<file path="src/common/sdms_map.vh">
`ifndef SDMS_MAP_VH
`define SDMS_MAP_VH

// Register byte offsets, one aligned word each
`define SDMS_ADDR_W 8
`define SDMS_ADDR_CTRL 8'h00
`define SDMS_ADDR_STATUS 8'h04
`define SDMS_ADDR_POSITION 8'h08
`define SDMS_ADDR_COILS 8'h0c
`define SDMS_ADDR_INTERVAL 8'h10

// Control: microstep resolution select, 0 = 256 microsteps .. 8 = fullstep
`define SDMS_CTRL_MRES_LSB 0
`define SDMS_CTRL_MRES_MSB 3
`define SDMS_CTRL_MRES_RESET 4'h0
`define SDMS_MRES_FULL 4'h8

// Status bit positions
`define SDMS_STAT_STST 0
`define SDMS_STAT_INDEX 1
`define SDMS_STAT_STANDBY 2
`define SDMS_STAT_DIR 3
`define SDMS_STAT_BUSY 4

// Field positions in position and coil registers
`define SDMS_POS_COUNT_LSB 0
`define SDMS_POS_TARGET_LSB 16
`define SDMS_COIL_A_LSB 0
`define SDMS_COIL_B_LSB 16

// Sequencer geometry and timing
`define SDMS_POS_W 10
`define SDMS_AMP_W 9
`define SDMS_INDEX_POS 10'h000
`define SDMS_COS_SHIFT 10'h100
`define SDMS_INTERVAL_W 20

// AHB-Lite encodings
`define SDMS_HSIZE_WORD 3'b010
`define SDMS_HRESP_OKAY 1'b0

`endif

</file>
<file path="src/verilog/sdms_sequencer.v">
// Decided for this implementation: the register offsets and the AHB-Lite interface to the registers.
`timescale 1ns/10ps
`include "sdms_map.vh"

module sdms_sequencer #(
    parameter INTERVAL_W = `SDMS_INTERVAL_W
) (
    hclk,
    hresetn,
    hsel,
    haddr,
    htrans,
    hwrite,
    hsize,
    hwdata,
    hready,
    hrdata,
    hreadyout,
    hresp,
    step_in,
    dir_in,
    power_down_select,
    index_out,
    standstill,
    standby_reduce,
    microstep_position_count,
    coil_a,
    coil_b
);
    input wire hclk;
    input wire hresetn;
    input wire hsel;
    input wire [31:0] haddr;
    input wire [1:0] htrans;
    input wire hwrite;
    input wire [2:0] hsize;
    input wire [31:0] hwdata;
    input wire hready;
    output reg [31:0] hrdata;
    output wire hreadyout;
    output wire hresp;
    input wire step_in;
    input wire dir_in;
    input wire power_down_select;
    output reg index_out;
    output wire standstill;
    output reg standby_reduce;
    output wire [`SDMS_POS_W-1:0] microstep_position_count;
    output reg [`SDMS_AMP_W-1:0] coil_a;
    output reg [`SDMS_AMP_W-1:0] coil_b;

    localparam [INTERVAL_W-1:0] INT_LIMIT = {INTERVAL_W{1'b1}};
    localparam [INTERVAL_W-1:0] INT_ONE = {{(INTERVAL_W-1){1'b0}}, 1'b1};

    // Values above fullstep fold onto fullstep
    function [3:0] eff_mres;
        input [3:0] sel;
        begin
            eff_mres = (sel > `SDMS_MRES_FULL) ? `SDMS_MRES_FULL : sel;
        end
    endfunction

    function [`SDMS_POS_W-1:0] step_width;
        input [3:0] m;
        begin
            step_width = 10'h001 << m;
        end
    endfunction

    // Valid grid is half a width off the cell start; nearest point is its cell centre
    function [`SDMS_POS_W-1:0] snap;
        input [`SDMS_POS_W-1:0] p;
        input [3:0] m;
        reg [`SDMS_POS_W-1:0] w;
        begin
            w = step_width(m);
            if (m == 4'h0) begin
                snap = p;
            end else begin
                snap = (p & ~(w - 10'h001)) | {1'b0, w[`SDMS_POS_W-1:1]};
            end
        end
    endfunction

    reg step_s1_q;
    reg step_s2_q;
    reg step_s3_q;
    reg dir_s1_q;
    reg dir_s2_q;
    reg [3:0] ctrl_mres_q;
    reg [3:0] mres_q;
    reg [`SDMS_POS_W-1:0] count_q;
    reg [`SDMS_POS_W-1:0] tgt_q;
    reg dir_q;
    reg [INTERVAL_W-1:0] int_cnt_q;
    reg [INTERVAL_W-1:0] last_int_q;
    reg [INTERVAL_W-1:0] tick_q;
    reg stst_q;
    reg wr_pend_q;
    reg [`SDMS_ADDR_W-1:0] addr_q;

    wire step_rise;
    wire [3:0] mres_new;
    wire coarser;
    wire [`SDMS_POS_W-1:0] base_tgt;
    wire [`SDMS_POS_W-1:0] width;
    wire [`SDMS_POS_W-1:0] step_tgt;
    wire prev_sat;
    wire jump;
    wire [INTERVAL_W-1:0] spacing_raw;
    wire [INTERVAL_W-1:0] spacing;
    wire tick_due;
    wire busy;
    wire [`SDMS_AMP_W-1:0] amp_a;
    wire [`SDMS_AMP_W-1:0] amp_b;
    wire accept;
    wire addr_ok;
    reg [31:0] rd_mux;

    // Two flops per input; the third step flop only feeds the edge detector
    always @(posedge hclk or negedge hresetn) begin
        if (!hresetn) begin
            step_s1_q <= 1'b0;
            step_s2_q <= 1'b0;
            step_s3_q <= 1'b0;
            dir_s1_q <= 1'b0;
            dir_s2_q <= 1'b0;
        end else begin
            step_s1_q <= step_in;
            step_s2_q <= step_s1_q;
            step_s3_q <= step_s2_q;
            dir_s1_q <= dir_in;
            dir_s2_q <= dir_s1_q;
        end
    end

    // High and low each need only be held one clock to be seen
    assign step_rise = step_s2_q & ~step_s3_q;

    assign mres_new = eff_mres(ctrl_mres_q);
    assign coarser = mres_new > mres_q;
    assign base_tgt = coarser ? snap(tgt_q, mres_new) : tgt_q;
    assign width = step_width(mres_new);
    // Ten-bit arithmetic wraps 1023 <-> 0 on its own
    assign step_tgt = dir_s2_q ? (base_tgt - width) : (base_tgt + width);

    assign prev_sat = (last_int_q == INT_LIMIT);
    // No interval to divide at finest setting or after standstill
    assign jump = (mres_new == 4'h0) | stst_q | prev_sat;

    // Width is a power of two, so the divide is a shift
    assign spacing_raw = last_int_q >> mres_q;
    assign spacing = (spacing_raw == {INTERVAL_W{1'b0}}) ? INT_ONE : spacing_raw;
    assign tick_due = (tick_q + INT_ONE) >= spacing;
    assign busy = (count_q != tgt_q);

    always @(posedge hclk or negedge hresetn) begin
        if (!hresetn) begin
            mres_q <= `SDMS_CTRL_MRES_RESET;
            count_q <= `SDMS_INDEX_POS;
            tgt_q <= `SDMS_INDEX_POS;
            dir_q <= 1'b0;
            tick_q <= {INTERVAL_W{1'b0}};
        end else begin
            mres_q <= mres_new;
            if (step_rise) begin
                tgt_q <= step_tgt;
                dir_q <= dir_s2_q;
                tick_q <= {INTERVAL_W{1'b0}};
                if (jump) begin
                    count_q <= step_tgt;
                end else begin
                    // Leftover microsteps of the old period are dropped here
                    count_q <= base_tgt;
                end
            end else if (coarser) begin
                tgt_q <= base_tgt;
                count_q <= base_tgt;
                tick_q <= {INTERVAL_W{1'b0}};
            end else if (busy && tick_due) begin
                count_q <= dir_q ? (count_q - 10'h001) : (count_q + 10'h001);
                tick_q <= {INTERVAL_W{1'b0}};
            end else if (tick_q != INT_LIMIT) begin
                tick_q <= tick_q + INT_ONE;
            end
        end
    end

    // Interval measure; saturation is the standstill condition
    always @(posedge hclk or negedge hresetn) begin
        if (!hresetn) begin
            int_cnt_q <= INT_LIMIT;
            last_int_q <= INT_LIMIT;
            stst_q <= 1'b0;
        end else begin
            if (step_rise) begin
                last_int_q <= int_cnt_q;
                int_cnt_q <= INT_ONE;
                stst_q <= 1'b0;
            end else begin
                if (int_cnt_q != INT_LIMIT) begin
                    int_cnt_q <= int_cnt_q + INT_ONE;
                end
                if (int_cnt_q == INT_LIMIT) begin
                    stst_q <= 1'b1;
                end
            end
        end
    end

    sdms_sine_lut u_lut_a (
        .pos(count_q + `SDMS_COS_SHIFT),
        .amp(amp_a)
    );

    sdms_sine_lut u_lut_b (
        .pos(count_q),
        .amp(amp_b)
    );

    always @(posedge hclk or negedge hresetn) begin
        if (!hresetn) begin
            coil_a <= {`SDMS_AMP_W{1'b0}};
            coil_b <= {`SDMS_AMP_W{1'b0}};
            index_out <= 1'b0;
            standby_reduce <= 1'b0;
        end else begin
            coil_a <= amp_a;
            coil_b <= amp_b;
            index_out <= (count_q == `SDMS_INDEX_POS);
            standby_reduce <= stst_q & power_down_select;
        end
    end

    assign standstill = stst_q;
    assign microstep_position_count = count_q;

    // Zero-wait slave: address phase taken on hready, write lands in the data phase
    assign hreadyout = 1'b1;
    assign hresp = `SDMS_HRESP_OKAY;
    assign accept = hsel & hready & htrans[1];
    assign addr_ok = (haddr[31:`SDMS_ADDR_W] == {(32-`SDMS_ADDR_W){1'b0}}) & (haddr[1:0] == 2'b00);

    always @* begin
        rd_mux = 32'h0000_0000;
        case (haddr[`SDMS_ADDR_W-1:0])
            `SDMS_ADDR_CTRL: begin
                rd_mux[`SDMS_CTRL_MRES_MSB:`SDMS_CTRL_MRES_LSB] = ctrl_mres_q;
            end
            `SDMS_ADDR_STATUS: begin
                rd_mux[`SDMS_STAT_STST] = stst_q;
                rd_mux[`SDMS_STAT_INDEX] = index_out;
                rd_mux[`SDMS_STAT_STANDBY] = standby_reduce;
                rd_mux[`SDMS_STAT_DIR] = dir_s2_q;
                rd_mux[`SDMS_STAT_BUSY] = busy;
            end
            `SDMS_ADDR_POSITION: begin
                rd_mux[`SDMS_POS_COUNT_LSB+`SDMS_POS_W-1:`SDMS_POS_COUNT_LSB] = count_q;
                rd_mux[`SDMS_POS_TARGET_LSB+`SDMS_POS_W-1:`SDMS_POS_TARGET_LSB] = tgt_q;
            end
            `SDMS_ADDR_COILS: begin
                rd_mux[`SDMS_COIL_A_LSB+`SDMS_AMP_W-1:`SDMS_COIL_A_LSB] = coil_a;
                rd_mux[`SDMS_COIL_B_LSB+`SDMS_AMP_W-1:`SDMS_COIL_B_LSB] = coil_b;
            end
            `SDMS_ADDR_INTERVAL: begin
                rd_mux[INTERVAL_W-1:0] = last_int_q;
            end
            default: begin
                rd_mux = 32'h0000_0000;
            end
        endcase
        if (!addr_ok) begin
            rd_mux = 32'h0000_0000;
        end
    end

    always @(posedge hclk or negedge hresetn) begin
        if (!hresetn) begin
            wr_pend_q <= 1'b0;
            addr_q <= {`SDMS_ADDR_W{1'b0}};
            hrdata <= 32'h0000_0000;
        end else begin
            if (hready) begin
                // Sub-word and misaligned writes are dropped
                wr_pend_q <= accept & hwrite & addr_ok & (hsize == `SDMS_HSIZE_WORD);
                addr_q <= haddr[`SDMS_ADDR_W-1:0];
            end
            if (accept && !hwrite) begin
                hrdata <= rd_mux;
            end
        end
    end

    always @(posedge hclk or negedge hresetn) begin
        if (!hresetn) begin
            ctrl_mres_q <= `SDMS_CTRL_MRES_RESET;
        end else if (wr_pend_q && (addr_q == `SDMS_ADDR_CTRL)) begin
            ctrl_mres_q <= hwdata[`SDMS_CTRL_MRES_MSB:`SDMS_CTRL_MRES_LSB];
        end
    end
endmodule

</file>
<file path="src/verilog/sdms_sine_lut.v">
`timescale 1ns/10ps
`include "sdms_map.vh"

// Sine over 1024 positions; quarter wave of 33 points, linear fill between
module sdms_sine_lut (
    pos,
    amp
);
    input wire [`SDMS_POS_W-1:0] pos;
    output wire [`SDMS_AMP_W-1:0] amp;

    function [7:0] knot;
        input [5:0] k;
        begin
            case (k)
                6'h00: knot = 8'h00;
                6'h01: knot = 8'h0d;
                6'h02: knot = 8'h19;
                6'h03: knot = 8'h25;
                6'h04: knot = 8'h32;
                6'h05: knot = 8'h3e;
                6'h06: knot = 8'h4a;
                6'h07: knot = 8'h56;
                6'h08: knot = 8'h62;
                6'h09: knot = 8'h6d;
                6'h0a: knot = 8'h78;
                6'h0b: knot = 8'h83;
                6'h0c: knot = 8'h8e;
                6'h0d: knot = 8'h98;
                6'h0e: knot = 8'ha2;
                6'h0f: knot = 8'hab;
                6'h10: knot = 8'hb4;
                6'h11: knot = 8'hbd;
                6'h12: knot = 8'hc5;
                6'h13: knot = 8'hcd;
                6'h14: knot = 8'hd4;
                6'h15: knot = 8'hdb;
                6'h16: knot = 8'he1;
                6'h17: knot = 8'he7;
                6'h18: knot = 8'hec;
                6'h19: knot = 8'hf0;
                6'h1a: knot = 8'hf4;
                6'h1b: knot = 8'hf7;
                6'h1c: knot = 8'hfa;
                6'h1d: knot = 8'hfc;
                6'h1e: knot = 8'hfe;
                default: knot = 8'hff;
            endcase
        end
    endfunction

    wire [8:0] qx;
    wire [5:0] k;
    wire [2:0] f;
    wire [7:0] lo;
    wire [7:0] hi;
    wire [10:0] prod;
    wire [7:0] mag;

    // Second and fourth quadrants read the quarter wave mirrored
    assign qx = pos[8] ? (9'h100 - {1'b0, pos[7:0]}) : {1'b0, pos[7:0]};
    assign k = qx[8:3];
    assign f = qx[2:0];
    assign lo = knot(k);
    assign hi = knot(k + 6'h01);
    assign prod = (hi - lo) * f;
    assign mag = lo + prod[10:3];
    assign amp = pos[9] ? (9'h000 - {1'b0, mag}) : {1'b0, mag};
endmodule
</file>
<file path="config.mk">
export PLATFORM = sky130hd
export DESIGN_NAME = sdms_sequencer
export DESIGN_NICKNAME = d
export VERILOG_FILES = /design/src/verilog/sdms_sequencer.v /design/src/verilog/sdms_sine_lut.v
export VERILOG_INCLUDE_DIRS = /design/src /design/src/common
export SDC_FILE = /design/constraint.sdc
export NUM_CORES = 1
export LEC_CHECK = 0
export BUFFER_PORTS_ARGS = -buffer_cell sky130_fd_sc_hd__buf_2
export CAP_MARGIN = 20
export CORE_MARGIN = 2
export CORE_UTILIZATION = 30
export CTS_BUF_LIST = sky130_fd_sc_hd__clkbuf_16
export DETAILED_ROUTE_END_ITERATION = 8
export MAX_ROUTING_LAYER = met4
export PLACE_DENSITY = 0.55
export SYNTH_ARGS = -nofsm -noshare
export SYNTH_HDL_FRONTEND = slang
export SYNTH_SLANG_ARGS = --single-unit
export TNS_END_PERCENT = 100
</file>
<file path="constraint.sdc">
create_clock -name hclk -period 11.14 [get_ports hclk]
set_clock_uncertainty 0.1 [all_clocks]
set_input_delay 0 -clock hclk [delete_from_list [all_inputs] [get_ports hclk]]
set_output_delay 0 -clock hclk [all_outputs]
set_load 0.02 [all_outputs]
</file>
* After elaboration in Yosys (flattened, before gate mapping)
Memories as Yosys holds them, arrays and structs flattened.
Index checks and enable logic that the tools add are counted.
** Operators by class
- $add $sub $neg :: 18
- $mul :: 2
- $lt $le $gt $ge :: 3
- Eq/ne operators :: 10
- Shift operators :: 2
- Mux-type cells :: 37
- Bitwise gates (word level) :: 14
- Reductions and logical operators :: 16
** Operator list (number)
- 20-bit 2-to-1 mux :: 7
- 10-bit 2-to-1 mux :: 10
- 20-bit by 1-bit adder with 20-bit output (second input constant) :: 2
- 20-bit == test (second input constant) :: 2
- 20-bit inequality test (second input constant) :: 2
- 9-bit 2-to-1 mux :: 4
- 8-bit 2-to-1 mux :: 4
- 26-bit 2-to-1 mux :: 1
- 24-bit logical NOT :: 1
- 4-bit one-hot mux with 3 select lines :: 2
- 11-bit by 3-bit multiplier with 11-bit output :: 2
- 20-bit >= comparator :: 1
- 20-bit logical NOT :: 1
- 4-bit one-hot mux with 5 select lines :: 1
- 20-bit by 4-bit >> shifter with 20-bit output :: 1
- 10-bit by 1-bit subtractor with 10-bit output (second input constant) :: 2
- 1-bit by 8-bit subtractor with 9-bit output (first input constant) :: 2
- 8-bit by 8-bit subtractor with 9-bit output :: 2
- 9-bit by 8-bit subtractor with 9-bit output (first input constant) :: 2
- 8-bit adder :: 2
- 8-bit by 4-bit == test with 1-bit output (second input constant) :: 2
- 8-bit logical NOT :: 2
- 6-bit by 1-bit adder with 6-bit output (second input constant) :: 2
- 10-bit by 1-bit adder with 10-bit output (second input constant) :: 1
- 30 further kinds :: 44
** Word-level totals
- Register bits :: 156
- Memory bits (read-only) :: 1024
- Input bits :: 77
- Output and inout port bits :: 65
- Memories kept :: 4
** Memory list
- (name not given) :: depth 32, bits a word 8, rd ports 1, clocked after memory_dff 0, write ports 0, line sdms_sine_lut.v:15 : case (k)
- (name not given) :: depth 32, bits a word 8, rd ports 1, clocked after memory_dff 0, write ports 0, line sdms_sine_lut.v:15
- (name not given) :: depth 32, bits a word 8, rd ports 1, clocked after memory_dff 0, write ports 0, line sdms_sine_lut.v:15
- (name not given) :: depth 32, bits a word 8, rd ports 1, clocked after memory_dff 0, write ports 0, line sdms_sine_lut.v:15

* Logic depth before layout (Yosys ltp)
Gate-level depths: netlist of the first run.
- Depth after elaboration :: 13
- Gate-level depth with buffers :: 38

* Cells and area by module
From an unflattened synthesis of the first run, not the netlist that was laid out.
** Unflattened totals
- Cell total of the unflattened synthesis :: 1759
- Area, all modules :: 14878.0 µm²
** Modules (own cells, without submodules)
- sdms_sequencer :: instances 1, cells each 1044, area an instance 9759.4 µm²
- sdms_sine_lut at u_lut_a :: instances 1, cells each 368, area an instance 2600.0 µm²
- sdms_sine_lut at u_lut_b :: instances 1, cells each 347, area an instance 2518.7 µm²

* Least setup slack after synthesis of the first run
No wires, ideal clock.
- Kind :: register -> register
- From :: register count_q[1], in the netlist microstep_position_count[1]
- To :: register coil_a[8]
- Library setup time :: 129 ps
- Arrival :: 7712 ps
- Data required time :: 10911 ps
- Setup slack :: 3198 ps
- Cell stages (with the launch flop) :: 38
- Buffers on the path :: 4
- Period minus slack after synthesis :: 7942 ps
- Path through :: dfrtp_1 clkbuf_1 inv_1 ha_1 nor3b_1 or3_1 nand2_1 ha_1 clkbuf_1 inv_1 ha_1 clkbuf_1 clkbuf_1 nor3b_1 o41ai_1 nand2_1 a21oi_1 ha_1 [... 2 more ...] nand2_1 nor2_1 xnor2_1 nand2_1 fa_1 inv_1 ha_1 nand3_1 o211ai_1 o21a_1 nor2_1 ha_1 or2_2 a21oi_1 a21oi_1 xor2_1 xnor3_1 o41a_1
** Between the ends
- Longest elaborated chain between the ends :: 11
** RTL lines
- start, declared :: line sdms_sequencer.v:92 : reg [`SDMS_POS_W-1:0] count_q;
- start signal, assigned :: line sdms_sequencer.v:160 : count_q <= `SDMS_INDEX_POS;
- start signal, assigned :: line sdms_sequencer.v:171 : count_q <= step_tgt;
- start signal, assigned :: line sdms_sequencer.v:174 : count_q <= base_tgt;
- 10-bit by 9-bit adder with 10-bit output (no line) *
- 9-bit by 8-bit subtractor with 9-bit output :: line sdms_sine_lut.v:61 : assign qx = pos[8] ? (9'h100 - {1'b0, pos[7:0]}) : {1'b0, pos[7:0]};
- 9-bit 2-to-1 mux :: line sdms_sine_lut.v:61
- 6-bit by 1-bit adder with 6-bit output :: line sdms_sine_lut.v:65 : assign hi = knot(k + 6'h01);
- memory 32 x 8 bit
- 8-bit 2-to-1 mux :: line sdms_sine_lut.v:15
- 8-bit by 8-bit subtractor with 9-bit output :: line sdms_sine_lut.v:66 : assign prod = (hi - lo) * f;
- 11-bit by 3-bit multiplier with 11-bit output :: line sdms_sine_lut.v:66
- 8-bit adder :: line sdms_sine_lut.v:67 : assign mag = lo + prod[10:3];
- 1-bit by 8-bit subtractor with 9-bit output :: line sdms_sine_lut.v:68 : assign amp = pos[9] ? (9'h000 - {1'b0, mag}) : {1'b0, mag};
- 9-bit 2-to-1 mux * :: line sdms_sine_lut.v:68
- net amp_a[8] :: line sdms_sequencer.v:114 : wire [`SDMS_AMP_W-1:0] amp_a;
- end signal, assigned :: line sdms_sequencer.v:223 : coil_a <= {`SDMS_AMP_W{1'b0}};
- end signal, assigned :: line sdms_sequencer.v:228 : coil_a <= amp_a;
- end, declared :: line sdms_sequencer.v:49 : output reg [`SDMS_AMP_W-1:0] coil_a;
The timed path passes the listed nets; every way through them passes the cells marked *.
A chain may end at the register's enable or synchronous reset.

* Worst setup path after layout of the first run
- From :: register count_q[0], in the netlist microstep_position_count[0]
- To :: register coil_a[8]
The elaborated chain is that of the path after synthesis.

==> metrics.txt, run 1 <==
Filler cells 5078; first-pass GRT wire length 69300 µm; Synth Instances 1789; outcome finished clean; GRT Total Usage 17.7%; sequential share of the synthesized area 25.9%; worst reg2reg path depth 33; Worst setup SP type flip-flop; IO buf count 104; Tightest Pin Transition 0.953 ns; CTS tree built; total CTS buffers 17; FF-to-FF End coil_a[8]; gpl congestion 0.890; Site Rows 81; Die W 225 µm; post-DP HPWL 33800 µm; initial antenna violation count 3; Setup Fix Bufs, Post-CTS 0; DRC marker count from the first detailed-route iteration 954; cts hold-fix bufs 27; reg2reg start microstep_position_count[0]; first-pass detailed-route iteration total 7; period utilisation layout 77.9%; clk buf depth 2; die area 0.0508 mm²; Via density 5.34; share of layout cells above drive strength 1 14.6%; Worst setup EP type flip-flop; Area Growth Syn to Fin 13.2%; # setup viols final 0; Synth Cell Area 0.0147 mm²; CP dominant cell by count ha_1; YS warnings 0; largest net degree at the start of global routing 77; per-cell routed wire length 17.6 µm; CTS Sinks 150; max-slew violation count 0; Final ANT Viol Nets 0; EDFF count, synth 0; initial core utilization 30.2%; PostCTS Resize Cnt 0; Crit Path Category flip-flop to flip-flop; # DRC 0; Worst-path clk slew 0.07 ns; Critical-path top delay cell ha_1; Worst slew margin 36.0%; Netlist cell types 85; setup tns final 0 ns; Async SR Flop Fraction 100%; H-tree depth 4; CP arrival 8.89 ns; die height 225 µm; fin crit period 8.68 ns; Yosys reg bits 150; RSZ-0062 raised after global routing false; Hold Crit Class primary input to async pin; f_max 115 MHz; top_reg_cell synth dfrtp_1; grt ovf 0; Final Hold Fails 0; core area 0.0486 mm²; required time of the critical path 11.35 ns; routed wire length 44000 µm; Final nets 2089; slowest stage delay, CP 0.54 ns; MaxCap Viol Count 0; Avg Cell Area, Syn 8.22 µm²; Ports 142; vias in the first global route 12.7k; clk root buf clkbuf_16; vias 13.4k; Clk Latency, worst-skew pair 0.44 ns; reg2reg setup slack 2.46 ns; Max FO, Critical Path 12
## cells in the mapped netlist, types with 6 or more instances
library cell / count / area share [%]
a211oi_1: 21 / 1.1
a21boi_0: 8 / 0.41
a21o_1: 11 / 0.56
a21oi_1: 107 / 3.6
a222oi_1: 6 / 0.41
a22o_1: 13 / 0.77
a22oi_1: 14 / 0.71
a31oi_1: 16 / 0.68
and2_1: 10 / 0.43
and3_1: 20 / 0.85
buf_1: 6 / 0.15
buf_2: 12 / 0.41
buf_4: 8 / 0.41
clkbuf_1: 67 / 1.7
dfrtp_1: 110 / 19
dfstp_2: 40 / 7.1
fa_1: 24 / 3.3
ha_1: 120 / 10
inv_1: 115 / 2.9
mux2_2: 32 / 2.4
mux2i_1: 35 / 2.4
mux4_2: 16 / 2.4
nand2_1: 250 / 6.4
nand2b_1: 16 / 0.68
nand3_1: 48 / 1.6
nand3b_1: 7 / 0.36
nand4_1: 21 / 0.89
nor2_1: 139 / 3.5
nor2b_1: 18 / 0.77
nor3_1: 40 / 1.4
nor3b_1: 10 / 0.51
nor4_1: 18 / 0.77
o211ai_1: 14 / 0.71
o21a_1: 17 / 0.87
o21ai_0: 103 / 3.5
o22ai_1: 9 / 0.38
o31a_1: 7 / 0.42
o31ai_1: 10 / 0.51
or2_2: 12 / 0.51
or3_1: 17 / 0.72
xnor2_1: 73 / 4.3
xor2_1: 45 / 2.7
## through the flow
stage               worst slack (ns)  std cells  hold WS (ns)  area (µm²)  util [%]
floorplan                       3.20       1795        -0.396       14700         -
global placement                2.55       2443      -0.00347       15800      32.4
detailed placement              2.47       2443      -0.00273       15800      32.4
CTS                             2.45       2502        0.0883       16600      34.2
global route                    1.59       2503        0.0986       16700      34.2
finish                          2.46       2504        0.0663       16700      34.2
## kinds of logic after synthesis
family,Yosys count,share of synthesized area [%]
AO/OA/AOI/OAI,427,19.1
XOR/XNOR,125,7.93
adder cells (fa/ha/maj),144,13.5
buffers and inverters,216,5.97
flip-flops,150,25.9
multiplexers,84,7.36
other,2,0.0510
AND/OR/NAND/NOR,641,20.3
## final cells by class
| type | instances | area, µm² | area share (%) |
|---|---|---|---|
| diodes | 1 | 2.50 | 0.0150 |
| inverters | 120 | 450 | 2.70 |
| well taps | 622 | 778 | 4.67 |
| repair buffers | 150 | 960 | 5.76 |
| clock inverters | 15 | 169 | 1.01 |
| flip-flops and latches | 150 | 3800 | 22.8 |
| multi-input cells | 1429 | 10100 | 60.4 |
| clock buffers | 17 | 425 | 2.55 |
## layer usage
metal | vias up | GRT usage (%) | wire, µm
li1 | 6515 | - | -
met1 | 6485 | 23.4 | 20000
met4 | 0 | 3.61 | 579
met2 | 328 | 28.9 | 21100
met5 | - | - | 0
met3 | 42 | 2.66 | 2310
## cells in the final DEF (no fill, tap or decap), types with 35 or more instances in the layout
master and n:
dfstp_2 40, nand3_1 48, inv_1 116, nor3_1 40, buf_2 103, nor2_1 139, nand2_1 250, xnor2_1 73
xor2_1 45, o21ai_0 103, mux2i_1 35, ha_1 120, dfrtp_1 110, a21oi_1 107
## how the worst max path moves through the flow
stage / to / start / cells past startpoint / slack, ns
2_1_floorplan: coil_a[8] / microstep_position_count[1] / 37 / 3.20
3_3_place_gp: coil_a[8] / microstep_position_count[0] / 34 / 2.55
3_5_place_dp: coil_a[8] / microstep_position_count[0] / 34 / 2.47
4_1_cts: coil_a[8] / microstep_position_count[0] / 34 / 2.45
5_1_grt: coil_a[8] / microstep_position_count[0] / 34 / 1.59
6_report: coil_a[8] / microstep_position_count[0] / 33 / 2.46
## registers in the layout, summed over array words and instances (netlist names), 4 cells and up
signal                    count
coil_a                        9
ctrl_mres_q                   4
hrdata                       26
addr_q                        8
tgt_q                        10
tick_q                       20
microstep_position_count     10
mres_q                        4
last_int_q                   20
coil_b                        9
int_cnt_q                    20
## critical path: cells and delay by family (launching register included)
family / cells / cell delay, ns
compound gates: 14 / 3.07
xor+xnor: 2 / 0.45
fa+ha+maj: 6 / 2.44
buf+inv: 3 / 0.48
flops: 1 / 0.38
mux: 1 / 0.29
simple gates: 7 / 1.29
Power of run 1 is left out: the tool's default activity adds up to more than one toggle a clock period on the data nets, which glitch-free logic cannot reach.
==> run 2: changes to the inputs <==
clock period = 8.96 ns   (was 11.14 ns; I/O delays follow)
==> run 2 against run 1 <==
Against the previous run:
- final cell count increased by 0.36%
- clock-buffer cell count stayed put
- register-to-register slack worse by 1.7 ns
- die area unchanged
- non-clock buffer count up 10
- sequential share of layout area is 0.10 points lower
- critical path type unchanged
- critical endpoint is now coil_b[7]
- highest routed layer unchanged
==> metrics.txt, run 2 (synthesis results as in run 1) <==
period utilisation layout 91.3% (+13 points); vias 13.5k (+0.84%); share of layout cells above drive strength 1 15.1% (+0.50 points); Die W 225 µm (unchanged); H-tree depth 4 (unchanged); Crit Path Category flip-flop to flip-flop; # diodes 0 (-1); # setup viols final 0 (unchanged); post-route cell area 0.0167 mm² (+0.44%); # DRC 0 (unchanged); Clk Latency, worst-skew pair 0.44 ns (about the same); GRT Total Usage 17.8% (+0.049 points); Via density 5.36 (+0.48%); DP Area 0.0158 mm² (+0.48%); Hold Crit Class primary input to async pin; post-DP HPWL 33800 µm (about the same); vias in the first global route 13.0k (+2.3%); number of flip-flops in the largest register 26 (unchanged); most frequent cells in the layout nand2_1, nor2_1, ha_1; fin crit period 8.18 ns (-0.500 ns); grt ovf 0 (unchanged); Setup Fix Bufs, Post-CTS 0 (unchanged); die height 225 µm (unchanged); clk root buf clkbuf_16; first-pass GRT wire length 70100 µm (+1.2%); dpl ws 0.857 ns (-1.62 ns); commonest non-fill, non-tap cell in the layout nand2_1; Worst slew margin 38.1% (+2.1 points); CTS Sinks 150 (unchanged); max-slew violation count 0 (unchanged); Area Growth Syn to Fin 13.7%; slowest stage delay, CP 0.75 ns (+0.21 ns); reg2reg start microstep_position_count[0]; CTS tree built; cell class contributing the biggest share of worst-path delay adder cells; clk buf depth 2 (unchanged); Ports 142 (unchanged); worst reg2reg path depth 33 (unchanged); Max FO, Critical Path 22 (+10); required time of the critical path 9.22 ns (-2.13 ns); core area 0.0486 mm² (unchanged); setup tns final 0 ns (unchanged); Critical-path top delay cell ha_1; largest net degree at the start of global routing 78 (+1.3%); Worst setup EP type flip-flop; initial antenna violation count 3 (unchanged); Top reg by flops hrdata; DRC marker count from the first detailed-route iteration 931 (-2.4%); crit path to coil_b[7]; CP arrival 8.44 ns (-0.45 ns); instance count on the critical path 33 (unchanged); IO buf count 104 (unchanged); CP dominant cell by count ha_1; CP startpoint microstep_position_count[0]; Inst Count DP 2453 (+0.41%); FF-to-FF End coil_b[7]; CP Buf/Inv Count 5 (+2); Tightest Pin Transition 0.925 ns (-0.0278 ns); f_max 122 MHz (+6.1%); Final Non-Filler Cells 2513 (+0.36%); Worst setup SP type flip-flop; Final nets 2099 (+0.48%); total CTS buffers 17 (unchanged); outcome finished clean; setup ws final 0.778 ns (-1.68 ns); RSZ-0062 raised after global routing false; first-pass detailed-route iteration total 8 (+1); Site Rows 81 (unchanged); reg2reg setup slack 0.78 ns (-1.68 ns); routed wire length 44100 µm (+0.20%); Final ANT Viol Nets 0 (unchanged); per-cell routed wire length 17.5 µm (-0.16%); Final Hold Fails 0 (unchanged); die area 0.0508 mm² (unchanged); gpl congestion 0.907 (+1.9%); Worst-path clk slew 0.07 ns (about the same); MaxCap Viol Count 0 (unchanged); initial core utilization 30.2% (unchanged)
[run 2: area by class of cell]
class | count | area, µm²
fillers | 5089 | 31900
multi-input cells | 1429 | 10100
flip-flops and latches | 150 | 3800
repair buffers | 160 | 1030
well taps | 622 | 778
inverters | 120 | 450
clock buffers | 17 | 425
clock inverters | 15 | 163
[run 2: how the worst min path moves through the flow]
stage / start / to
2_1_floorplan: hresetn / addr_q[0]
3_3_place_gp: hresetn / tick_q[1]
3_5_place_dp: hresetn / tick_q[0]
4_1_cts: hsel / hrdata[18]
5_1_grt: hresetn / standby_reduce
6_report: hresetn / tick_q[0]
[run 2: metal layers]
layer	track usage, %	part of all wire (%)
met5	-	0
met2	29.5	48
met4	3.93	1.4
met1	23.4	46
met3	1.90	4.6
[run 2: through the flow]
stage	utilization, %	hold WS (ns)
after global routing	34.4	0.132
after global placement	32.6	-0.00429
after detailed placement	32.6	-0.000568
after CTS	34.3	0.100
final	34.4	0.0750
after floorplan	-	-0.396
[run 2: repair_timing]
action                     4_1_cts  5_1_grt
hold endpoints to repair        96        0
hold buffers                    27        0
setup endpoints to repair        0        1
resized for setup                0        1
[run 2: worst register-to-register path: cells and delay by family, from the launching register on]
family	cells	cell delay (ns)
fa+ha+maj	8	3.14
compound gates	9	1.72
simple gates	6	1.29
xor+xnor	5	0.82
buf+inv	5	0.64
flops	1	0.38
Power of run 2 is left out for the same reason.
==> run 3: changes to the inputs <==
ABC_AREA = 1   (was not set)
==> run 3 against run 2 <==
Against the previous run:
- synthesized cell count rose by 26%
- critical path depth grew 7
- first-iteration DRC count is 20% higher
- setup slack gained 0.32 ns
- critical path type unchanged
- sequential cell count unchanged
- maximum frequency is 4.1% higher
- die area rose by 2.1%
- highest routed layer unchanged
- final cell count is 21% higher
- synthesized area rose by 2.2%
- critical endpoint is now coil_b[8]
- clock-buffer cell count did not move
- register-to-register slack better by 0.32 ns
==> metrics.txt, run 3 <==
outcome finished clean; Worst slew margin 34.5% (-3.6 points); Final nets 2574 (+23%); Routed met1 length 21700 µm (+8.0%); routed wire length 47600 µm (+7.9%); Worst setup SP type flip-flop; Final ANT Viol Nets 0 (unchanged); Clk Latency, worst-skew pair 0.45 ns (about the same); Netlist cell types 61 (-28%); EDFF count, synth 0 (unchanged); CP dominant cell by count inv_1; Final Hold Fails 0 (unchanged); max-slew violation count 0 (unchanged); Die W 228 µm (+1.1%); Yosys reg bits 150 (unchanged); initial antenna violation count 0 (-3); top-area cell type share of the netlist area 18.3% (-0.40 points); Worst-path clk slew 0.07 ns (about the same); total CTS buffers 17 (unchanged); Post-Synth Simple-Gate Area 30.9% (+11 points); mux share of post-synthesis cell area 0.774% (-6.6 points); # setup viols final 0 (unchanged); Synth area leaders dfrtp_1, nand2_1, ha_1, inv_1, dfstp_2; RSZ-0062 raised after global routing false; Synth Cell Area 0.0150 mm² (+2.2%); MaxCap Viol Count 0 (unchanged); die area 0.0519 mm² (+2.1%); CTS Sinks 150 (unchanged); core area 0.0499 mm² (+2.5%); setup tns final 0 ns (unchanged); Filler cells 5490 (+7.9%); top_reg_cell synth dfrtp_1; Compound-Gate Fraction of Synth Area 14.8% (-4.3 points); commonest non-fill, non-tap cell in the layout nand2_1; vias in the first global route 14.6k (+13%); Synth Instances 2255 (+26%); WL met2 22000 µm (+3.2%); top sig layer met4; Area Growth Syn to Fin 12.9%; Hold Crit Class primary input to flip-flop; die height 228 µm (+1.1%); Crit Path Category flip-flop to flip-flop; Site Rows 82 (+1.2%); largest family of logic cells by synthesized area simple AND/OR/NAND/NOR gates; most frequent cells in the layout nand2_1, inv_1, o21ai_0; first-pass GRT wire length 76500 µm (+9.1%); Worst setup EP type flip-flop; grt ovf 0 (unchanged); Async SR Flop Fraction 100% (unchanged); vias 15.1k (+12%); DRC marker count from the first detailed-route iteration 1113 (+20%); # DRC 0 (unchanged); gpl congestion 0.922 (+1.7%); Top reg by flops hrdata; f_max 127 MHz (+4.1%); fin crit period 7.86 ns (-0.324 ns); per-cell routed wire length 15.7 µm (-11%); initial core utilization 30.2% (-0.093 points); most frequent cells after synthesis nand2_1, inv_1, o21ai_0; largest net degree at the start of global routing 92 (+18%); Via density 4.98 (-7.2%); Ports 142 (unchanged); share of layout cells above drive strength 1 10.6% (-4.5 points); period utilisation layout 87.7% (-3.6 points); sequential share of the synthesized area 25.3% (-0.55 points); # diodes 0 (unchanged); IO buf count 104 (unchanged); clk root buf clkbuf_16; XOR/XNOR Fraction of Synth Area 4.25% (-3.7 points); met3 wire length 2360 µm (+16%); Avg Cell Area, Syn 6.67 µm² (-19%); H-tree depth 4 (unchanged); GRT Total Usage 18.8% (+1.0 points); post-synthesis adder-cell area fraction 13.2% (-0.29 points); required time of the critical path 9.21 ns (about the same); CTS tree built; clk buf depth 2 (unchanged); CP arrival 8.11 ns (-0.33 ns); most common cell in the synthesized netlist nand2_1; Tightest Pin Transition 0.983 ns (+0.0571 ns); post-DP HPWL 37400 µm (+11%); Critical-path top delay cell ha_2; YS warnings 0 (unchanged); slowest stage delay, CP 0.55 ns (-0.20 ns); Max FO, Critical Path 19 (-14%); leading area contributor after synthesis dfrtp_1; number of flip-flops in the largest register 26 (unchanged); first-pass detailed-route iteration total 6 (-2)
run 3: cell count changes after synthesis, sizes merged, moves of 28 or more:
cell,before,now
nand3,48,164
inv,119,330
mux2,33,5
o21ai,105,204
xnor2,77,25
nand2,250,646
clkbuf,67,36
mux2i,35,6
run 3: cell families after synthesis:
logic type,Yosys count
flops,150
mux,11
buf+inv,404
compound gates,397
xor+xnor,73
simple gates,1074
other cells,2
fa+ha+maj,144
run 3: final timing paths:
| check | startpoint | to | slack (ns) | depth (start not counted) |
|---|---|---|---|---|
| min in group asynchronous | hresetn | tick_q[7] | 0.11 | 2 |
| min | htrans[1] | hrdata[4] | 0.08 | 5 |
| max in group asynchronous | hresetn | tgt_q[1] | 7.31 | 3 |
| max | microstep_position_count[1] | coil_b[8] | 1.10 | 40 |
| max reg2reg | microstep_position_count[1] | coil_b[8] | 1.10 | 40 |
| min reg2reg | dir_s1_q | dir_s2_q | 0.25 | 0 |
run 3: what timing repair did:
item | in CTS | in global routing
hold buffers | 33 | 0
buffers inserted | 0 | 0
endpoints found under the setup margin | 0 | 3
hold endpoints to repair | 87 | 0
resized for setup | 0 | 1
run 3: layer usage:
metal	up-vias	global-route usage [%]
li1	7523	-
met1	7138	24.2
met2	379	30.0
met3	81	2.57
met4	0	6.86
met5	-	-
run 3: worst max-delay path, delay by kind of cell (launching register included):
| family | cells | cell delay [ns] |
|---|---|---|
| compound gates | 7 | 1.28 |
| simple gates | 13 | 1.29 |
| fa+ha+maj | 7 | 2.78 |
| flops | 1 | 0.52 |
| xor+xnor | 3 | 0.70 |
| buf+inv | 10 | 1.05 |
run 3: through the flow:
| step | hold slack [ns] | setup slack [ns] | area (µm²) | instances | utilization, % |
|---|---|---|---|---|---|
| 6_report | 0.0831 | 1.10 | 17000 | 3038 | 34.0 |
| 3_3_place_gp | 0.0120 | 1.09 | 16100 | 2973 | 32.3 |
| 2_1_floorplan | -0.396 | 1.71 | 15100 | 2261 | - |
| 4_1_cts | 0.0528 | 0.948 | 17000 | 3038 | 34.0 |
| 5_1_grt | 0.0868 | 0.143 | 17000 | 3038 | 34.0 |
| 3_5_place_dp | 0.0124 | 1.00 | 16100 | 2973 | 32.3 |
run 3: area by class of cell:
class,instances,area (µm²),area share (%)
Inverter,331,1240,7.32
Multi-Input combinational cell,1707,9640,56.8
Timing Repair Buffer,146,925,5.45
Tap cell,672,841,4.95
Clock buffer,17,425,2.51
Clock inverter,15,93.8,0.553
Sequential cell,150,3800,22.4
Power of run 3 is left out for the same reason.
